<file path="src/logic/pm_pkg.sv">
// constants and types for the power control and status lines block
// Summary of operation
// - sixteen lines, each input or output
// - low bank: bit n is line n
// - low direction at 48h, 1 means output
// - low output at 49h, 1 drives high
// - low input status at 4Ah, read only
// - high bank: bit n is line n+8
// - high direction at 4Bh, 1 means output
// - high output at 4Ch, 1 drives high
// - high input status at 4Dh, read only
// - reset clears direction and output registers
// - three status inputs may raise nmi
// - two external nmi inputs plus internal sources
// - control port selects active nmi sources
// - minute counter powers system on, eleven days; the code takes a 16-bit minute limit, up to 65535 minutes
// - ring count above threshold powers system on
// - minute tick is the counter time base
// - ring input is active low
// - power output high turns system on
// - nmi out active high, inputs ored
package pm_pkg;
    // index register offsets
    localparam logic [7:0] IDX_DIR_LO = 8'h48;
    localparam logic [7:0] IDX_OUT_LO = 8'h49;
    localparam logic [7:0] IDX_IN_LO = 8'h4a;
    localparam logic [7:0] IDX_DIR_HI = 8'h4b;
    localparam logic [7:0] IDX_OUT_HI = 8'h4c;
    localparam logic [7:0] IDX_IN_HI = 8'h4d;
    localparam logic [7:0] IDX_NMI_EN = 8'h4e;
    localparam logic [7:0] IDX_PWR_CTL = 8'h4f;
    localparam logic [7:0] IDX_TMR_LO = 8'h50;
    localparam logic [7:0] IDX_TMR_HI = 8'h51;
    localparam logic [7:0] IDX_RING_THR = 8'h52;
    // reset values
    localparam logic [7:0] RST_REG = 8'h00;
    localparam logic [7:0] RST_OE_N = 8'hff;
    // nmi enable fields
    localparam int NMI_EXT_A = 0;
    localparam int NMI_EXT_B = 1;
    localparam int NMI_LINE0 = 2;
    localparam int NMI_TMR = 5;
    localparam int NMI_RING = 6;
    // lines that can serve as nmi status inputs
    localparam int NMI_LINE_BASE = 8;
    localparam int NMI_LINES = 3;
    // power control fields
    localparam int PC_TMR_EN = 0;
    localparam int PC_RING_EN = 1;
    localparam int PC_SYS_ON = 2;
    localparam int PC_TMR_FLAG = 3;
    localparam int PC_RING_FLAG = 4;
    // self timed interval: eleven days of minutes
    localparam int MAX_DAYS = 11;
    localparam int MAX_MINUTES = MAX_DAYS * 24 * 60;
    localparam int TMR_W = $clog2(MAX_MINUTES + 1);
    localparam int RING_W = 8;
    localparam int LINES = 16;

    // host side pins of the indexed port pair
    typedef struct packed {
        logic cs;
        logic addr;
        logic rd_n;
        logic wr_n;
        logic [7:0] wdata;
    } pm_iobus_t;

    // other asynchronous inputs
    typedef struct packed {
        logic ext_a;
        logic ext_b;
        logic minute;
        logic ring_n;
    } pm_misc_t;
endpackage

</file>
<file path="src/logic/pm_lines.sv">
// power control lines, nmi combining and automatic power-on
`timescale 1ns/1ps
module pm_lines
    import pm_pkg::*;
(
    input wire logic clock,
    input wire logic rstn,
    input wire pm_iobus_t io_bus,
    output logic [7:0] io_rdata,
    output logic io_rdata_oe_n,
    input wire logic [LINES-1:0] power_ctl_line_in,
    output logic [LINES-1:0] power_ctl_line_out,
    output logic [LINES-1:0] power_ctl_line_oe_n,
    input wire logic ext_nmi_in_a,
    input wire logic ext_nmi_in_b,
    input wire logic minute_tick,
    input wire logic ring_in_n,
    output logic cpu_nmi_request,
    output logic system_power_on
);
    // synchronised pin views
    pm_iobus_t bus_s;
    pm_misc_t misc_a;
    pm_misc_t misc_s;
    logic [LINES-1:0] pins_s;

    // bus strobe history
    logic rd_n_q;
    logic rd_n_d;
    logic wr_n_q;
    logic wr_n_d;
    logic rd_go;
    logic wr_go;
    logic wr_data;
    logic [7:0] index_q;
    logic [7:0] index_d;
    logic [7:0] rdata_q;
    logic [7:0] rdata_d;
    logic rdata_oe_n_q;
    logic rdata_oe_n_d;

    // line registers
    logic [LINES-1:0] oe_n_q;
    logic [LINES-1:0] oe_n_d;
    logic [LINES-1:0] out_q;
    logic [LINES-1:0] out_d;

    // power management registers
    logic [7:0] nmi_en_q;
    logic [7:0] nmi_en_d;
    logic tmr_en_q;
    logic tmr_en_d;
    logic ring_en_q;
    logic ring_en_d;
    logic sys_on_q;
    logic sys_on_d;
    logic tmr_flag_q;
    logic tmr_flag_d;
    logic ring_flag_q;
    logic ring_flag_d;
    logic [15:0] tmr_lim_q;
    logic [15:0] tmr_lim_d;
    logic [7:0] ring_thr_q;
    logic [7:0] ring_thr_d;
    logic nmi_q;
    logic nmi_d;

    // event edges
    logic minute_q;
    logic minute_d;
    logic ring_q;
    logic ring_d;
    logic minute_rise;
    logic ring_fall;
    logic tmr_fire;
    logic ring_fire;
    logic tmr_clear;
    logic ring_clear;
    logic [NMI_LINES-1:0] line_nmi;

    // synchroniser flush guard
    logic [1:0] arm_q;
    logic [1:0] arm_d;
    logic armed;

    function automatic logic hit_idx(input logic [7:0] idx, input logic [7:0] want);
        hit_idx = (idx == want);
    endfunction

    assign misc_a.ext_a = ext_nmi_in_a;
    assign misc_a.ext_b = ext_nmi_in_b;
    assign misc_a.minute = minute_tick;
    assign misc_a.ring_n = ring_in_n;

    pm_sync #(
        .W($bits(pm_iobus_t))
    ) u_sync_bus (
        .clock(clock),
        .rstn(rstn),
        .async_in(io_bus),
        .sync_out(bus_s)
    );

    pm_sync #(
        .W($bits(pm_misc_t))
    ) u_sync_misc (
        .clock(clock),
        .rstn(rstn),
        .async_in(misc_a),
        .sync_out(misc_s)
    );

    pm_sync #(
        .W(LINES)
    ) u_sync_pins (
        .clock(clock),
        .rstn(rstn),
        .async_in(power_ctl_line_in),
        .sync_out(pins_s)
    );

    // edges are ignored until the synchronisers hold pin values again,
    // so their reset contents never look like a strobe or a ring
    always_comb begin
        arm_d = rstn ? {arm_q[0], 1'b1} : 2'b00;
        armed = arm_q[1];
    end

    always_ff @(posedge clock) begin
        arm_q <= arm_d;
    end

    // strobe edges on the synchronised bus
    always_comb begin
        rd_n_d = (rstn && armed) ? bus_s.rd_n : 1'b1;
        wr_n_d = (rstn && armed) ? bus_s.wr_n : 1'b1;
        rd_go = armed && bus_s.cs && rd_n_q && !bus_s.rd_n;
        wr_go = armed && bus_s.cs && wr_n_q && !bus_s.wr_n;
        wr_data = wr_go && bus_s.addr;
    end

    always_ff @(posedge clock) begin
        rd_n_q <= rd_n_d;
        wr_n_q <= wr_n_d;
    end

    always_comb begin
        minute_d = (rstn && armed) ? misc_s.minute : 1'b0;
        ring_d = (rstn && armed) ? misc_s.ring_n : 1'b1;
        minute_rise = armed && misc_s.minute && !minute_q;
        ring_fall = armed && !misc_s.ring_n && ring_q;
    end

    always_ff @(posedge clock) begin
        minute_q <= minute_d;
        ring_q <= ring_d;
    end

    // a rewrite of a limit restarts its count
    always_comb begin
        tmr_clear = wr_data && (hit_idx(index_q, IDX_TMR_LO) || hit_idx(index_q, IDX_TMR_HI));
        ring_clear = wr_data && hit_idx(index_q, IDX_RING_THR);
    end

    pm_evt_cnt #(
        .W(16),
        .STRICT(1'b0)
    ) u_tmr (
        .clock(clock),
        .rstn(rstn),
        .clear(tmr_clear),
        .enable(tmr_en_q),
        .event_pulse(minute_rise),
        .limit(tmr_lim_q),
        .fire(tmr_fire)
    );

    pm_evt_cnt #(
        .W(RING_W),
        .STRICT(1'b1)
    ) u_ring (
        .clock(clock),
        .rstn(rstn),
        .clear(ring_clear),
        .enable(ring_en_q),
        .event_pulse(ring_fall),
        .limit(ring_thr_q),
        .fire(ring_fire)
    );

    // register writes
    always_comb begin
        index_d = index_q;
        oe_n_d = oe_n_q;
        out_d = out_q;
        nmi_en_d = nmi_en_q;
        tmr_en_d = tmr_en_q;
        ring_en_d = ring_en_q;
        sys_on_d = sys_on_q;
        tmr_flag_d = tmr_flag_q;
        ring_flag_d = ring_flag_q;
        tmr_lim_d = tmr_lim_q;
        ring_thr_d = ring_thr_q;
        if (wr_go && !bus_s.addr) begin
            index_d = bus_s.wdata;
        end
        if (wr_data) begin
            unique case (index_q)
                IDX_DIR_LO: oe_n_d[7:0] = ~bus_s.wdata;
                IDX_OUT_LO: out_d[7:0] = bus_s.wdata;
                IDX_DIR_HI: oe_n_d[15:8] = ~bus_s.wdata;
                IDX_OUT_HI: out_d[15:8] = bus_s.wdata;
                IDX_NMI_EN: nmi_en_d = bus_s.wdata;
                IDX_PWR_CTL: begin
                    tmr_en_d = bus_s.wdata[PC_TMR_EN];
                    ring_en_d = bus_s.wdata[PC_RING_EN];
                    sys_on_d = bus_s.wdata[PC_SYS_ON];
                    if (bus_s.wdata[PC_TMR_FLAG]) begin
                        tmr_flag_d = 1'b0;
                    end
                    if (bus_s.wdata[PC_RING_FLAG]) begin
                        ring_flag_d = 1'b0;
                    end
                end
                IDX_TMR_LO: tmr_lim_d[7:0] = bus_s.wdata;
                IDX_TMR_HI: tmr_lim_d[15:8] = bus_s.wdata;
                IDX_RING_THR: ring_thr_d = bus_s.wdata;
                default: ;
            endcase
        end
        // wake events power on, set wins
        if (tmr_fire) begin
            tmr_flag_d = 1'b1;
            sys_on_d = 1'b1;
        end
        if (ring_fire) begin
            ring_flag_d = 1'b1;
            sys_on_d = 1'b1;
        end
        if (!rstn) begin
            index_d = RST_REG;
            oe_n_d = {RST_OE_N, RST_OE_N};
            out_d = {RST_REG, RST_REG};
            nmi_en_d = RST_REG;
            tmr_en_d = 1'b0;
            ring_en_d = 1'b0;
            sys_on_d = 1'b0;
            tmr_flag_d = 1'b0;
            ring_flag_d = 1'b0;
            tmr_lim_d = {RST_REG, RST_REG};
            ring_thr_d = RST_REG;
        end
    end

    always_ff @(posedge clock) begin
        index_q <= index_d;
        oe_n_q <= oe_n_d;
        out_q <= out_d;
        nmi_en_q <= nmi_en_d;
        tmr_en_q <= tmr_en_d;
        ring_en_q <= ring_en_d;
        sys_on_q <= sys_on_d;
        tmr_flag_q <= tmr_flag_d;
        ring_flag_q <= ring_flag_d;
        tmr_lim_q <= tmr_lim_d;
        ring_thr_q <= ring_thr_d;
    end

    // read data, driven while the read strobe is held
    always_comb begin
        rdata_d = rdata_q;
        rdata_oe_n_d = !(bus_s.cs && !bus_s.rd_n);
        if (rd_go) begin
            if (!bus_s.addr) begin
                rdata_d = index_q;
            end else begin
                unique case (index_q)
                    IDX_DIR_LO: rdata_d = ~oe_n_q[7:0];
                    IDX_OUT_LO: rdata_d = out_q[7:0];
                    IDX_IN_LO: rdata_d = pins_s[7:0];
                    IDX_DIR_HI: rdata_d = ~oe_n_q[15:8];
                    IDX_OUT_HI: rdata_d = out_q[15:8];
                    IDX_IN_HI: rdata_d = pins_s[15:8];
                    IDX_NMI_EN: rdata_d = nmi_en_q;
                    IDX_PWR_CTL: begin
                        rdata_d = RST_REG;
                        rdata_d[PC_TMR_EN] = tmr_en_q;
                        rdata_d[PC_RING_EN] = ring_en_q;
                        rdata_d[PC_SYS_ON] = sys_on_q;
                        rdata_d[PC_TMR_FLAG] = tmr_flag_q;
                        rdata_d[PC_RING_FLAG] = ring_flag_q;
                    end
                    IDX_TMR_LO: rdata_d = tmr_lim_q[7:0];
                    IDX_TMR_HI: rdata_d = tmr_lim_q[15:8];
                    IDX_RING_THR: rdata_d = ring_thr_q;
                    default: rdata_d = RST_REG;
                endcase
            end
        end
        if (!rstn) begin
            rdata_d = RST_REG;
            rdata_oe_n_d = 1'b1;
        end
    end

    always_ff @(posedge clock) begin
        rdata_q <= rdata_d;
        rdata_oe_n_q <= rdata_oe_n_d;
    end

    // nmi combining
    always_comb begin
        for (int i = 0; i < NMI_LINES; i++) begin
            line_nmi[i] = nmi_en_q[NMI_LINE0 + i] && !pins_s[NMI_LINE_BASE + i];
        end
        nmi_d = (nmi_en_q[NMI_EXT_A] && misc_s.ext_a)
            || (nmi_en_q[NMI_EXT_B] && misc_s.ext_b)
            || (|line_nmi)
            || (nmi_en_q[NMI_TMR] && tmr_flag_q)
            || (nmi_en_q[NMI_RING] && ring_flag_q);
        if (!rstn) begin
            nmi_d = 1'b0;
        end
    end

    always_ff @(posedge clock) begin
        nmi_q <= nmi_d;
    end

    assign power_ctl_line_oe_n = oe_n_q;
    assign power_ctl_line_out = out_q;
    assign io_rdata = rdata_q;
    assign io_rdata_oe_n = rdata_oe_n_q;
    assign cpu_nmi_request = nmi_q;
    assign system_power_on = sys_on_q;
endmodule

</file>
<file path="src/logic/pm_sync.sv">
// two flip-flop synchroniser for a group of levels
`timescale 1ns/1ps
module pm_sync #(
    parameter int W = 1
) (
    input wire logic clock,
    input wire logic rstn,
    input wire logic [W-1:0] async_in,
    output logic [W-1:0] sync_out
);
    logic [W-1:0] meta_q;
    logic [W-1:0] meta_d;
    logic [W-1:0] sync_q;
    logic [W-1:0] sync_d;

    always_comb begin
        meta_d = rstn ? async_in : '0;
        sync_d = rstn ? meta_q : '0;
    end

    always_ff @(posedge clock) begin
        meta_q <= meta_d;
        sync_q <= sync_d;
    end

    assign sync_out = sync_q;
endmodule

</file>
<file path="src/logic/pm_evt_cnt.sv">
// event counter that fires once when its count reaches a limit, or passes it when STRICT is set
`timescale 1ns/1ps
module pm_evt_cnt #(
    parameter int W = 8,
    parameter bit STRICT = 1'b0
) (
    input wire logic clock,
    input wire logic rstn,
    input wire logic clear,
    input wire logic enable,
    input wire logic event_pulse,
    input wire logic [W-1:0] limit,
    output logic fire
);
    logic [W-1:0] cnt_q;
    logic [W-1:0] cnt_d;
    logic done_q;
    logic done_d;
    logic fire_q;
    logic fire_d;
    logic [W-1:0] nxt;
    logic hit;

    always_comb begin
        nxt = (cnt_q == '1) ? cnt_q : W'(cnt_q + 1'b1);
        hit = STRICT ? (nxt > limit) : (nxt >= limit);
        cnt_d = cnt_q;
        done_d = done_q;
        fire_d = 1'b0;
        if (!rstn || clear || !enable) begin
            cnt_d = '0;
            done_d = 1'b0;
        end else if (event_pulse) begin
            cnt_d = nxt;
            if (hit && !done_q) begin
                fire_d = 1'b1;
                done_d = 1'b1;
            end
        end
    end

    always_ff @(posedge clock) begin
        cnt_q <= cnt_d;
        done_q <= done_d;
        fire_q <= fire_d;
    end

    assign fire = fire_q;
endmodule

</file>
<file path="config.mk">
export PLATFORM = sky130hd
export DESIGN_NAME = pm_lines
export DESIGN_NICKNAME = d
export VERILOG_FILES = /design/src/logic/pm_pkg.sv /design/src/logic/pm_lines.sv /design/src/logic/pm_sync.sv /design/src/logic/pm_evt_cnt.sv
export SDC_FILE = /design/constraint.sdc
export NUM_CORES = 1
export LEC_CHECK = 0
export ABC_AREA = 1
export CORE_UTILIZATION = 55
export DETAILED_ROUTE_END_ITERATION = 10
export DONT_BUFFER_PORTS = 1
export GPL_ROUTABILITY_DRIVEN = 0
export PLACE_DENSITY = 0.8
export SLEW_MARGIN = 20
export SYNTH_ARGS = -nofsm -noshare
export SYNTH_HDL_FRONTEND = slang
export SYNTH_SLANG_ARGS = --single-unit
</file>
<file path="constraint.sdc">
create_clock -name clock -period 6.7 [get_ports clock]
set_clock_uncertainty 0.15 [all_clocks]
set_input_delay 0 -clock clock [delete_from_list [all_inputs] [get_ports clock]]
set_output_delay 0 -clock clock [all_outputs]
set_load 0.01 [all_outputs]
</file>
==> results of run 1 <==
-- flip-flops by register name, summed over array words and instances, names as in the netlist, 8 cells and up --
register	count
u_sync_bus.meta_q	12
nmi_en_q	8
u_ring.cnt_q	8
power_ctl_line_out	16
ring_thr_q	8
tmr_lim_q	16
index_q	8
u_sync_pins.meta_q	16
u_sync_pins.sync_out	16
u_tmr.cnt_q	16
io_rdata	8
u_sync_bus.sync_out	12
power_ctl_line_oe_n	16
-- per-layer routing --
layer | wire length (um) | track usage
met1 | 8780 | 0.362
met2 | 9360 | 0.446
met3 | 2090 | 0.0829
met4 | 545 | 0.118
met5 | 0 | 0
-- synthesized netlist by cell type (2+ instances only) --
| library cell | n | area (um2) |
|---|---|---|
| xor2_1 | 11 | 96.3 |
| nand4_1 | 3 | 18.8 |
| o211ai_1 | 8 | 60.1 |
| xnor2_1 | 5 | 43.8 |
| inv_1 | 154 | 578 |
| or2_2 | 2 | 12.5 |
| clkbuf_1 | 19 | 71.3 |
| dfxtp_1 | 185 | 3700 |
| nand2_2 | 9 | 56.3 |
| o21ai_1 | 2 | 10.0 |
| buf_4 | 6 | 45.0 |
| a21oi_1 | 92 | 460 |
| a211oi_1 | 13 | 97.6 |
| nor3_1 | 5 | 25.0 |
| nor2_2 | 9 | 56.3 |
| a31oi_1 | 4 | 25.0 |
| buf_2 | 13 | 65.1 |
| o21a_1 | 2 | 15.0 |
| ha_1 | 26 | 325 |
| nand3_1 | 101 | 505 |
| nor2_4 | 13 | 146 |
| inv_2 | 5 | 18.8 |
| o21ai_0 | 84 | 420 |
| a211oi_2 | 4 | 50.1 |
| nor2_1 | 99 | 372 |
| nand2_1 | 207 | 777 |
-- metrics by stage --
step,setup WS [ns],instance area (um2),hold slack [ns],instances
final,3.84,9190,0.0528,1308
after global routing,3.59,9190,0.0516,1308
after CTS,3.84,9190,0.0474,1308
after detailed placement,3.91,8210,-0.118,1238
after global placement,4.06,8210,-0.117,1238
after floorplan,4.32,8170,-0.122,1093
-- power breakdown --
part	internal (W)	switching, W	leakage, nW
combinational	0.0000267	0.0000441	2.48
sequential	0.00112	0.0000128	1.51
clock	0.000542	0.000453	0.290
total	0.00169	0.000510	4.28
-- how the worst max path moves through the flow --
stage,from,end,slack (ns),cells past startpoint
2_1_floorplan,u_tmr.cnt_q[0],u_tmr.done_q,4.32,17
3_3_place_gp,u_ring.cnt_q[0],u_ring.done_q,4.06,10
3_5_place_dp,u_ring.cnt_q[0],u_ring.done_q,3.91,10
4_1_cts,u_ring.cnt_q[0],u_ring.done_q,3.84,10
5_1_grt,u_ring.cnt_q[0],u_ring.done_q,3.59,10
6_report,u_ring.cnt_q[0],u_ring.done_q,3.84,10
-- cells by family after synthesis --
logic type	after synthesis	synth area share
AND/OR/NAND/NOR	451	0.246
AO/OA/AOI/OAI	215	0.146
flip-flops	185	0.453
adder cells (fa/ha/maj)	26	0.0398
buffers and inverters	200	0.0976
XOR/XNOR	16	0.0172
-- cell type report --
type                       instances  area [um2]  share of cell area
tap                              184         230              0.0250
clock inverter                    13         130              0.0142
clock buffer                      19         453              0.0493
timing repair buffer              39         405              0.0441
sequential                       185        3700               0.403
multi-input combinational        708        3670               0.399
inverter                         160         601              0.0653
-- critical path: cells and delay by family, from the launching register on --
family                     cells  cell delay, ns
AOI/OAI and AO/OA              5            0.93
and+or+nand+nor                3            0.77
adders and majority gates      2            0.51
DFF                            1            0.39
-- cell usage in the layout, fill, tap and decap left out, drive strengths merged --
| master | count |
|---|---|
| clkinvlp | 1 |
| inv | 165 |
| ha | 26 |
| nor3 | 7 |
| clkbuf | 19 |
| a221oi | 1 |
| dfxtp | 185 |
| xor2 | 11 |
| clkinv | 6 |
| nand2 | 217 |
| a22o | 1 |
| bufinv | 1 |
| nor2 | 121 |
| o211ai | 8 |
| nand3 | 101 |
| nand4 | 3 |
| o21ai | 88 |
| buf | 2 |
| xnor2 | 5 |
| or2 | 2 |
| o22ai | 1 |
| a31oi | 4 |
| o21a | 2 |
| a41oi | 1 |
| a21oi | 92 |
| dlygate4sd3 | 37 |
| a211oi | 17 |
==> impl_metrics.yaml, run 1 <==
status:
  status: "complete, no violations"
die:
  start_util: 0.562
  die_area_um2: 15300
  coreArea_um2: 14500
  rows: 44
  design.portCount: 77
  die_h_um: 124
  die_w_um: 124
clock_network:
  max-clock-path-buffers: 2
  cts_resized: 0
  numClockSinks: 185
  postCtsSetupRepairBufs: 0
  worstSkewPairLatency_ns: 0.44
  cts_root_buf: "clkbuf_16"
  tritoncts: "done"
  cts_inserted_buffers: 17
  hold_buffers: 38
  h-tree-depth: 4
  cts.clk_slew.worst_paths_ns: 0.07
critical_path:
  max_stage_delay_ns: 0.41
  reg2reg_depth: 10
  arrival_ns: 3.03
  cp_slowest_cell: "nand3_1"
  reg2reg_to: "u_ring.done_q"
  path_cells: "ha_1 -> nand2_1 -> nor3_1 -> nand3_1 -> o21ai_0 -> ha_1 -> a21oi_1 -> o21ai_0 -> a21oi_1 -> o22ai_1"
  worstSetupPathType: "flip-flop to flip-flop"
  r2r_start: "u_ring.cnt_q[0]"
  rrSetupSlack_ns: 3.84
  critPathCaptureType: "flip-flop"
  worstPathRequired_ns: 6.87
  critPathLaunchType: "flip-flop"
  crit_fanout: 13
detailed_routing:
  first_iter_violations: 803
  dr.pass1.iters: 5
  wirelength_um: 20800
  routed_via_density: 5.52
  vias: 7226
  ant_nets: 0
  wl_per_cell_um: 15.9
  drc: 0
logic_synthesis:
  syn_area_um2: 8170
  synth.distinct_cells: 38
  postSynth.asyncResetShare: 0
  syn_inst: 1093
  seq_area_frac_synth: 0.453
  synth_warnings: 0
  ys_dominant_reg_cell: "dfxtp_1"
  ys_ff_latch: 185
  avgSynthCellArea_um2: 7.47
  syn_nets: 1153
  synth_edf_count: 0
sta:
  final_hold_viol_count: 0
  fin_crit_sh: 0.427
  report.final.setup_viol: 0
  slew_viol_final: 0
  fmax_mhz: 350
  setup_tns_ns: 0
  max-slew-margin-rel: 0.294
  fin_crit_ns: 2.86
  grt_setup_unrepaired: "false"
  worstMarginPinSlew_ns: 1.06
cells_and_area:
  area_growth_pct: 12.5
  filler_cell_count: 1176
  final_util: 0.632
  n_antenna_cell: 0
  fin_nets: 1171
  final_layout_size_suffix_gt1_frac: 0.0721
power:
  power_w: 0.00220
  power.density_nw_per_um2: 239
  p_leak_nw: 4.28
  ir_worst_vdd_mv: 0.195
place:
  dp.final_hpwl_um: 13500
  io_buffer_count: 0
flow_run:
  drv_cap: 0
global_routing:
  grt_pass1_vias: 6602
  gr-total-overflow: 0
  gr-usage-all-layers: 0.283
  grt_first_pass_wirelength_um: 32700
  antenna_found_initial: 0
  grt_max_degree: 128
min_path:
  min_delay_worst_endpoint: "u_sync_bus.meta_q[0]"
  holdCritPathClass: "input pin to flip-flop"
  hold_path_startpoint: "io_bus[0]"
  hold_path_depth: 3
(Power assumes the default switching activity.)
==> inputs of run 2 (changes only) <==
--- a/config.mk
+++ b/config.mk
@@ -10,7 +10,7 @@
 export DETAILED_ROUTE_END_ITERATION = 10
 export DONT_BUFFER_PORTS = 1
 export GPL_ROUTABILITY_DRIVEN = 0
-export PLACE_DENSITY = 0.8
+export PLACE_DENSITY = 0.83
 export SLEW_MARGIN = 20
 export SYNTH_ARGS = -nofsm -noshare
 export SYNTH_HDL_FRONTEND = slang
==> constraint.sdc (replaced) <==
create_clock -name clock -period 2.3 [get_ports clock]
set_clock_uncertainty 0.15 [all_clocks]
set_input_delay 0 -clock clock [delete_from_list [all_inputs] [get_ports clock]]
set_output_delay 0 -clock clock [all_outputs]
set_load 0.01 [all_outputs]
==> run 2 against run 1 <==
Die area stayed put; sequential cell count unchanged; the run now ends with negative setup slack left; maximum frequency increased by 13%; critical path depth increased by 6.
==> impl_metrics.yaml, run 2 (synthesis results as in run 1) <==
status:
  status: "complete, but fails checks"
  violations: "negative setup slack"
global_routing:
  busiest_layer: "met2"
  grt_pass1_vias: 7401
  antenna_found_initial: 0
  gr-total-overflow: 0
  grt_use_met3: 0.0888
  grt_max_degree: 129
  met2_usage: 0.529
  grt_first_pass_wirelength_um: 37100
  gr-usage-all-layers: 0.321
  use_met1: 0.385
critical_path:
  worstSetupPathType: "flip-flop to flip-flop"
  path_cells: "nand2_2 -> nor2_2 -> nand3_4 -> nor2_4 -> nand3_2 -> o21ai_2 -> inv_2 -> ha_4 -> nand2_2 -> inv_2 -> nand3_4 -> nor3_4 -> nand3_1 -> nand3_1 -> nand2_1 -> nand2_1"
  arrival_ns: 2.76
  max_stage_delay_ns: 0.38
  critPathLaunchType: "flip-flop"
  crit_family: "simple AND/OR/NAND/NOR gates"
  cp_slowest_cell: "dfxtp_1"
  crit_buf_inv: 2
  worstPathRequired_ns: 2.54
  critPathCaptureType: "flip-flop"
  crit_fanout: 4
sta:
  report.final.setup_viol: 4
  fin_crit_ns: 2.52
  final_hold_viol_count: 0
  layout_setup_ws_ns: -0.220
  max-slew-margin-rel: 0.611
  worstMarginPinSlew_ns: 0.582
  fmax_mhz: 397
  grt_setup_unrepaired: "true"
  fin_crit_sh: 1.10
  slew_viol_final: 0
place:
  placed_area_um2: 8600
  io_buffer_count: 0
  dp.final_hpwl_um: 14400
  dp_slack_ns: -0.232
die:
  start_util: 0.562
  rows: 44
  design.portCount: 77
  coreArea_um2: 14500
  die_area_um2: 15300
  die_h_um: 124
  die_w_um: 124
power:
  p_comb_frac: 0.034
  ir_worst_vdd_mv: 0.828
  power.share.clock: 0.461
  internal-power_w: 0.00501
  sw_frac_of_total: 0.233
  p_leak_nw: 4.77
  power.density_nw_per_um2: 627
  netSwitchingPower_w: 0.00152
  power_frac_seq: 0.505
min_path:
  holdCritPathClass: "input pin to flip-flop"
cells_and_area:
  fin_nets: 1246
  final_common_cell: "nand2_1"
  layout_common_cells: "nand2_1 (185), dfxtp_1 (177), inv_1 (145)"
  n_antenna_cell: 0
  area_growth_pct: 27.6
  design_area_um2: 10400
  final_layout_size_suffix_gt1_frac: 0.211
clock_network:
  cts_root_buf: "clkbuf_16"
  numClockSinks: 185
  cts.clk_slew.worst_paths_ns: 0.07
  h-tree-depth: 4
  max-clock-path-buffers: 2
  cts_inserted_buffers: 17
  tritoncts: "done"
  worstSkewPairLatency_ns: 0.44
detailed_routing:
  dr.pass1.iters: 9
  drc: 0
  wirelength_um: 25300
  first_iter_violations: 934
  routed_via_density: 5.71
  ant_nets: 0
  vias: 7900
  wl_per_cell_um: 18.3
flow_run:
  drv_cap: 0
==> run 2: cell count changes in the layout (fill, tap and decap cells not counted), moves of 8 or more <==
| cell | before | now |
|---|---|---|
| inv_2 | 5 | 13 |
| dfxtp_1 | 185 | 177 |
| ha_4 | 0 | 13 |
| buf_4 | 1 | 62 |
| inv_1 | 154 | 145 |
| nand2_1 | 207 | 185 |
| a21oi_1 | 92 | 81 |
| nand3_1 | 101 | 92 |
| nor2_1 | 99 | 88 |
| ha_1 | 26 | 10 |
| nand2_2 | 9 | 29 |
| a21oi_2 | 0 | 11 |
==> run 2: cell type report <==
class | count | area [um2]
Multi-Input combinational cell | 708 | 4230
Fill cell | 1011 | 4110
Sequential cell | 185 | 3720
Timing Repair Buffer | 114 | 1030
Inverter | 160 | 603
Clock buffer | 19 | 443
Tap cell | 184 | 230
Clock inverter | 13 | 165
==> run 2: stage by stage <==
step	power [W]	util	cells	hold slack, ns	setup TNS [ns]
final	0.00654	0.717	1383	0.0443	-0.479
after CTS	0.00652	0.685	1380	0.0403	0
after detailed placement	0.00349	0.592	1287	-0.118	-0.764
after global placement	0.00348	0.592	1287	-0.117	-0.378
after global routing	0.00669	0.717	1383	0.0468	-1.06
after floorplan	0.00347	-	1093	-0.122	0
==> run 2: final timing paths <==
kind,start,endpoint,slack [ns],depth (start not counted)
min,ring_in_n,u_sync_misc.meta_q[0],0.04,3
max reg2reg,u_tmr.cnt_q[8],u_tmr.done_q,-0.22,16
max,u_tmr.cnt_q[8],u_tmr.done_q,-0.22,16
min reg2reg,u_sync_pins.meta_q[0],u_sync_pins.sync_out[0],0.26,2
==> run 2: timing repair <==
action                                  CTS  global route
endpoints found under the hold margin   168             0
pin swaps                                17            38
hold buffers                             44             0
buffers inserted                         17             5
endpoints found under the setup margin    4             5
gates resized for setup                  44            94
==> run 2: per-layer routing <==
metal  vias up  wire length, um
met5         -                0
met4         0             1130
met3       102             2450
met2       468            12100
met1      3638             9600
li1       3692                -
==> run 2: power groups by stage <==
stage / Clock (W) / Sequential [W] / Combinational, W
floorplan: 0 / 0.00336 / 0.000114
global placement: 0 / 0.00337 / 0.000114
detailed placement: 0 / 0.00337 / 0.000118
CTS: 0.00302 / 0.00330 / 0.000209
global route: 0.00315 / 0.00330 / 0.000241
finish: 0.00302 / 0.00330 / 0.000223
==> run 2: worst min-delay path, stage by stage <==
cell and delay [ns]:
dlygate4sd3_1 0.52, nand2_1 0.05, inv_1 0.04
==> inputs of run 3 (changes only) <==
--- a/config.mk
+++ b/config.mk
@@ -14,4 +14,5 @@
 export SLEW_MARGIN = 20
 export SYNTH_ARGS = -nofsm -noshare
 export SYNTH_HDL_FRONTEND = slang
+export SYNTH_HIERARCHICAL = 1
 export SYNTH_SLANG_ARGS = --single-unit
==> run 3 against run 2 <==
The run still ends with negative setup slack left; clock power is 2% lower; non-clock buffer count is 26 lower; synthesized area is 5.0% higher; utilization is 5.8 points lower; hold slack worse by 0.0049 ns; combinational power is 8% lower; die area is 4.9% higher; sequential power hardly changed; first-iteration DRC count is 3.7% higher; sequential cell count stayed put; largest cell class unchanged; highest routed layer unchanged.
==> impl_metrics.yaml, run 3 <==
status:
  status: "complete, but fails checks"
  violations: "negative setup slack"
detailed_routing:
  ant_nets: 0
  routed_via_density: 5.50
  dr.pass1.iters: 5
  wirelength_um: 23400
  first_iter_violations: 969
  drc: 0
  vias: 8109
  wl_per_cell_um: 15.9
clock_network:
  h-tree-depth: 4
  tritoncts: "done"
  worstSkewPairLatency_ns: 0.45
  cts.clk_slew.worst_paths_ns: 0.07
  max-clock-path-buffers: 2
  numClockSinks: 185
  cts_root_buf: "clkbuf_16"
  cts_inserted_buffers: 17
cells_and_area:
  layout_common_cells: "nand2_1 (242), inv_1 (185), dfxtp_1 (180)"
  final_layout_size_suffix_gt1_frac: 0.118
  instances_no_fill: 1475
  final_common_cell: "nand2_1"
  area_growth_pct: 16.9
  seqCellArea_um2: 3710
  filler_cell_count: 1182
  fin_nets: 1334
  multi_input_area_um2: 3940
  design_area_um2: 10000
  n_antenna_cell: 0
global_routing:
  grt_use_met3: 0.0966
  gr-usage-all-layers: 0.299
  grt_first_pass_wirelength_um: 37300
  antenna_found_initial: 0
  grt_pass1_vias: 7618
  gr-total-overflow: 0
  busiest_layer: "met2"
  met2_usage: 0.491
  grt_max_degree: 138
  use_met1: 0.354
logic_synthesis:
  postSynth.asyncResetShare: 0
  yosysMostFrequentCell: "nand2_1"
  syn_nets: 1270
  synth_warnings: 6
  ys_top_cells_by_area: "dfxtp_1 (43%), nand2_1 (11%), inv_1 (8.1%)"
  ys_ff_latch: 185
  synth.distinct_cells: 36
  seq_area_frac_synth: 0.432
  syn_area_um2: 8580
  yosysTopAreaCellShare: 0.432
  synth_edf_count: 0
  synth_commonest_cells: "nand2_1 (248), inv_1 (186), dfxtp_1 (185)"
  yosys.area.top_type: "dfxtp_1"
  avgSynthCellArea_um2: 7.09
  ys_dominant_reg_cell: "dfxtp_1"
  syn_inst: 1210
die:
  die_w_um: 127
  design.portCount: 77
  die_h_um: 127
  start_util: 0.564
  rows: 45
  coreArea_um2: 15200
  die_area_um2: 16100
critical_path:
  rrSetupSlack_ns: -0.13
  reg2reg_to: "u_tmr/cnt_q[6]"
  max_stage_delay_ns: 0.36
  worstSetupPathType: "flip-flop to flip-flop"
  path_cells: "ha_4 -> nand3_4 -> nor2_4 -> buf_6 -> buf_6 -> xor2_1 -> nand2_1 -> buf_4 -> buf_4 -> buf_4 -> buf_4 -> buf_4 -> buf_4 -> o21ai_1 -> inv_1"
  cp_slowest_cell: "dfxtp_2"
  crit_fanout: 3
  worstPathRequired_ns: 2.49
  arrival_ns: 2.61
  r2r_start: "u_tmr/cnt_q[1]"
  cp_common_cell: "buf_4"
  critPathCaptureType: "flip-flop"
  critPathLaunchType: "flip-flop"
  reg2reg_depth: 15
sta:
  max-slew-margin-rel: 0.412
  fin_crit_ns: 2.43
  fin_hold_ws_ns: 0.0394
  report.final.setup_viol: 3
  slew_viol_final: 0
  setup_tns_ns: -0.317
  fmax_mhz: 412
  fin_crit_sh: 1.05
  worstMarginPinSlew_ns: 0.881
  grt_setup_unrepaired: "true"
  final_hold_viol_count: 0
  layout_setup_ws_ns: -0.126
place:
  placed_cells: 1393
  io_buffer_count: 0
  dp_slack_ns: -0.0943
  placed_area_um2: 8850
  dp.final_hpwl_um: 15000
power:
  power.density_nw_per_um2: 647
  ir_worst_vdd_mv: 0.679
  p_leak_nw: 5.08
flow_run:
  drv_cap: 0
min_path:
  min_delay_worst_endpoint: "u_sync_pins/meta_q[12]"
  hold_path_startpoint: "power_ctl_line_in[12]"
  hold_path_depth: 3
  holdCritPathClass: "input pin to flip-flop"
-- run 3: changes by cell type after synthesis, moves of 7 or more --
cell	change
clkbuf_1	-8
inv_1	+32
nand4_1	+7
o21ai_1	+22
nand2_1	+41
a211oi_1	-13
buf_6	+8
nor2_1	+43
nand3_1	+9
o211ai_1	-8
o21ai_0	-10
-- run 3: power breakdown --
group	switching [W]	leakage, nW	total, W	internal [W]
clock network	0.00136	0.302	0.00297	0.00161
registers	0.0000463	1.51	0.00331	0.00326
logic	0.000121	3.27	0.000205	0.0000838
-- run 3: final cells by class --
cell class | count | area share
clock buffers | 19 | 0.0452
clock inverters | 13 | 0.0150
inverters | 197 | 0.0740
multi-input cells | 785 | 0.393
flip-flops and latches | 185 | 0.370
well taps | 188 | 0.0235
repair buffers | 88 | 0.0791
-- run 3: repair_timing --
| item | 4_1_cts | 5_1_grt |
|---|---|---|
| setup buffers | 7 | 5 |
| endpoints found under the setup margin | 2 | 14 |
| pin swaps | 8 | 4 |
| endpoints found under the hold margin | 152 | 0 |
| hold buffers | 38 | 0 |
| gates resized for setup | 12 | 10 |
-- run 3: how the worst max path moves through the flow --
stage | slack [ns] | endpoint | from
2_1_floorplan | 0.002 | u_tmr/done_q | u_tmr/cnt_q[0]
3_3_place_gp | 0.02 | u_tmr/done_q | u_tmr/cnt_q[0]
3_5_place_dp | -0.09 | u_tmr/done_q | u_tmr/cnt_q[0]
4_1_cts | -0.02 | u_tmr/done_q | u_tmr/cnt_q[1]
5_1_grt | -0.25 | u_tmr/done_q | u_tmr/cnt_q[1]
6_report | -0.13 | u_tmr/cnt_q[6] | u_tmr/cnt_q[1]
-- run 3: cell families (layout without fill, tap and decap cells) --
| logic type | count (synthesis) | after routing | share of synthesized area |
|---|---|---|---|
| AND/OR/NAND/NOR | 555 | 555 | 0.287 |
| buffers and inverters | 240 | 317 | 0.118 |
| AO/OA/AOI/OAI | 195 | 195 | 0.116 |
| flip-flops | 185 | 185 | 0.432 |
| adder cells (fa/ha/maj) | 26 | 26 | 0.0379 |
| XOR/XNOR | 9 | 9 | 0.00919 |
-- run 3: per-stage QoR --
stage | util | total power (W)
detailed placement | 0.582 | 0.00349
CTS | 0.655 | 0.00648
global placement | 0.582 | 0.00348
floorplan | - | 0.00348
global route | 0.659 | 0.00669
finish | 0.659 | 0.00648
-- run 3: critical path: cells and delay by family (launching register included) --
kind / cells / cell delay [ns]
AO/OA/AOI/OAI: 1 / 0.13
buffers and inverters: 9 / 1.00
adder cells (fa/ha/maj): 1 / 0.15
AND/OR/NAND/NOR: 3 / 0.36
flip-flops: 1 / 0.36
XOR/XNOR: 1 / 0.16
-- run 3: metal layers --
layer	part of all wire	routed length [um]	vias up
met4	0.039	908	0
met3	0.11	2500	79
li1	-	-	3931
met1	0.39	9050	3661
met5	0	0	-
met2	0.47	11000	438
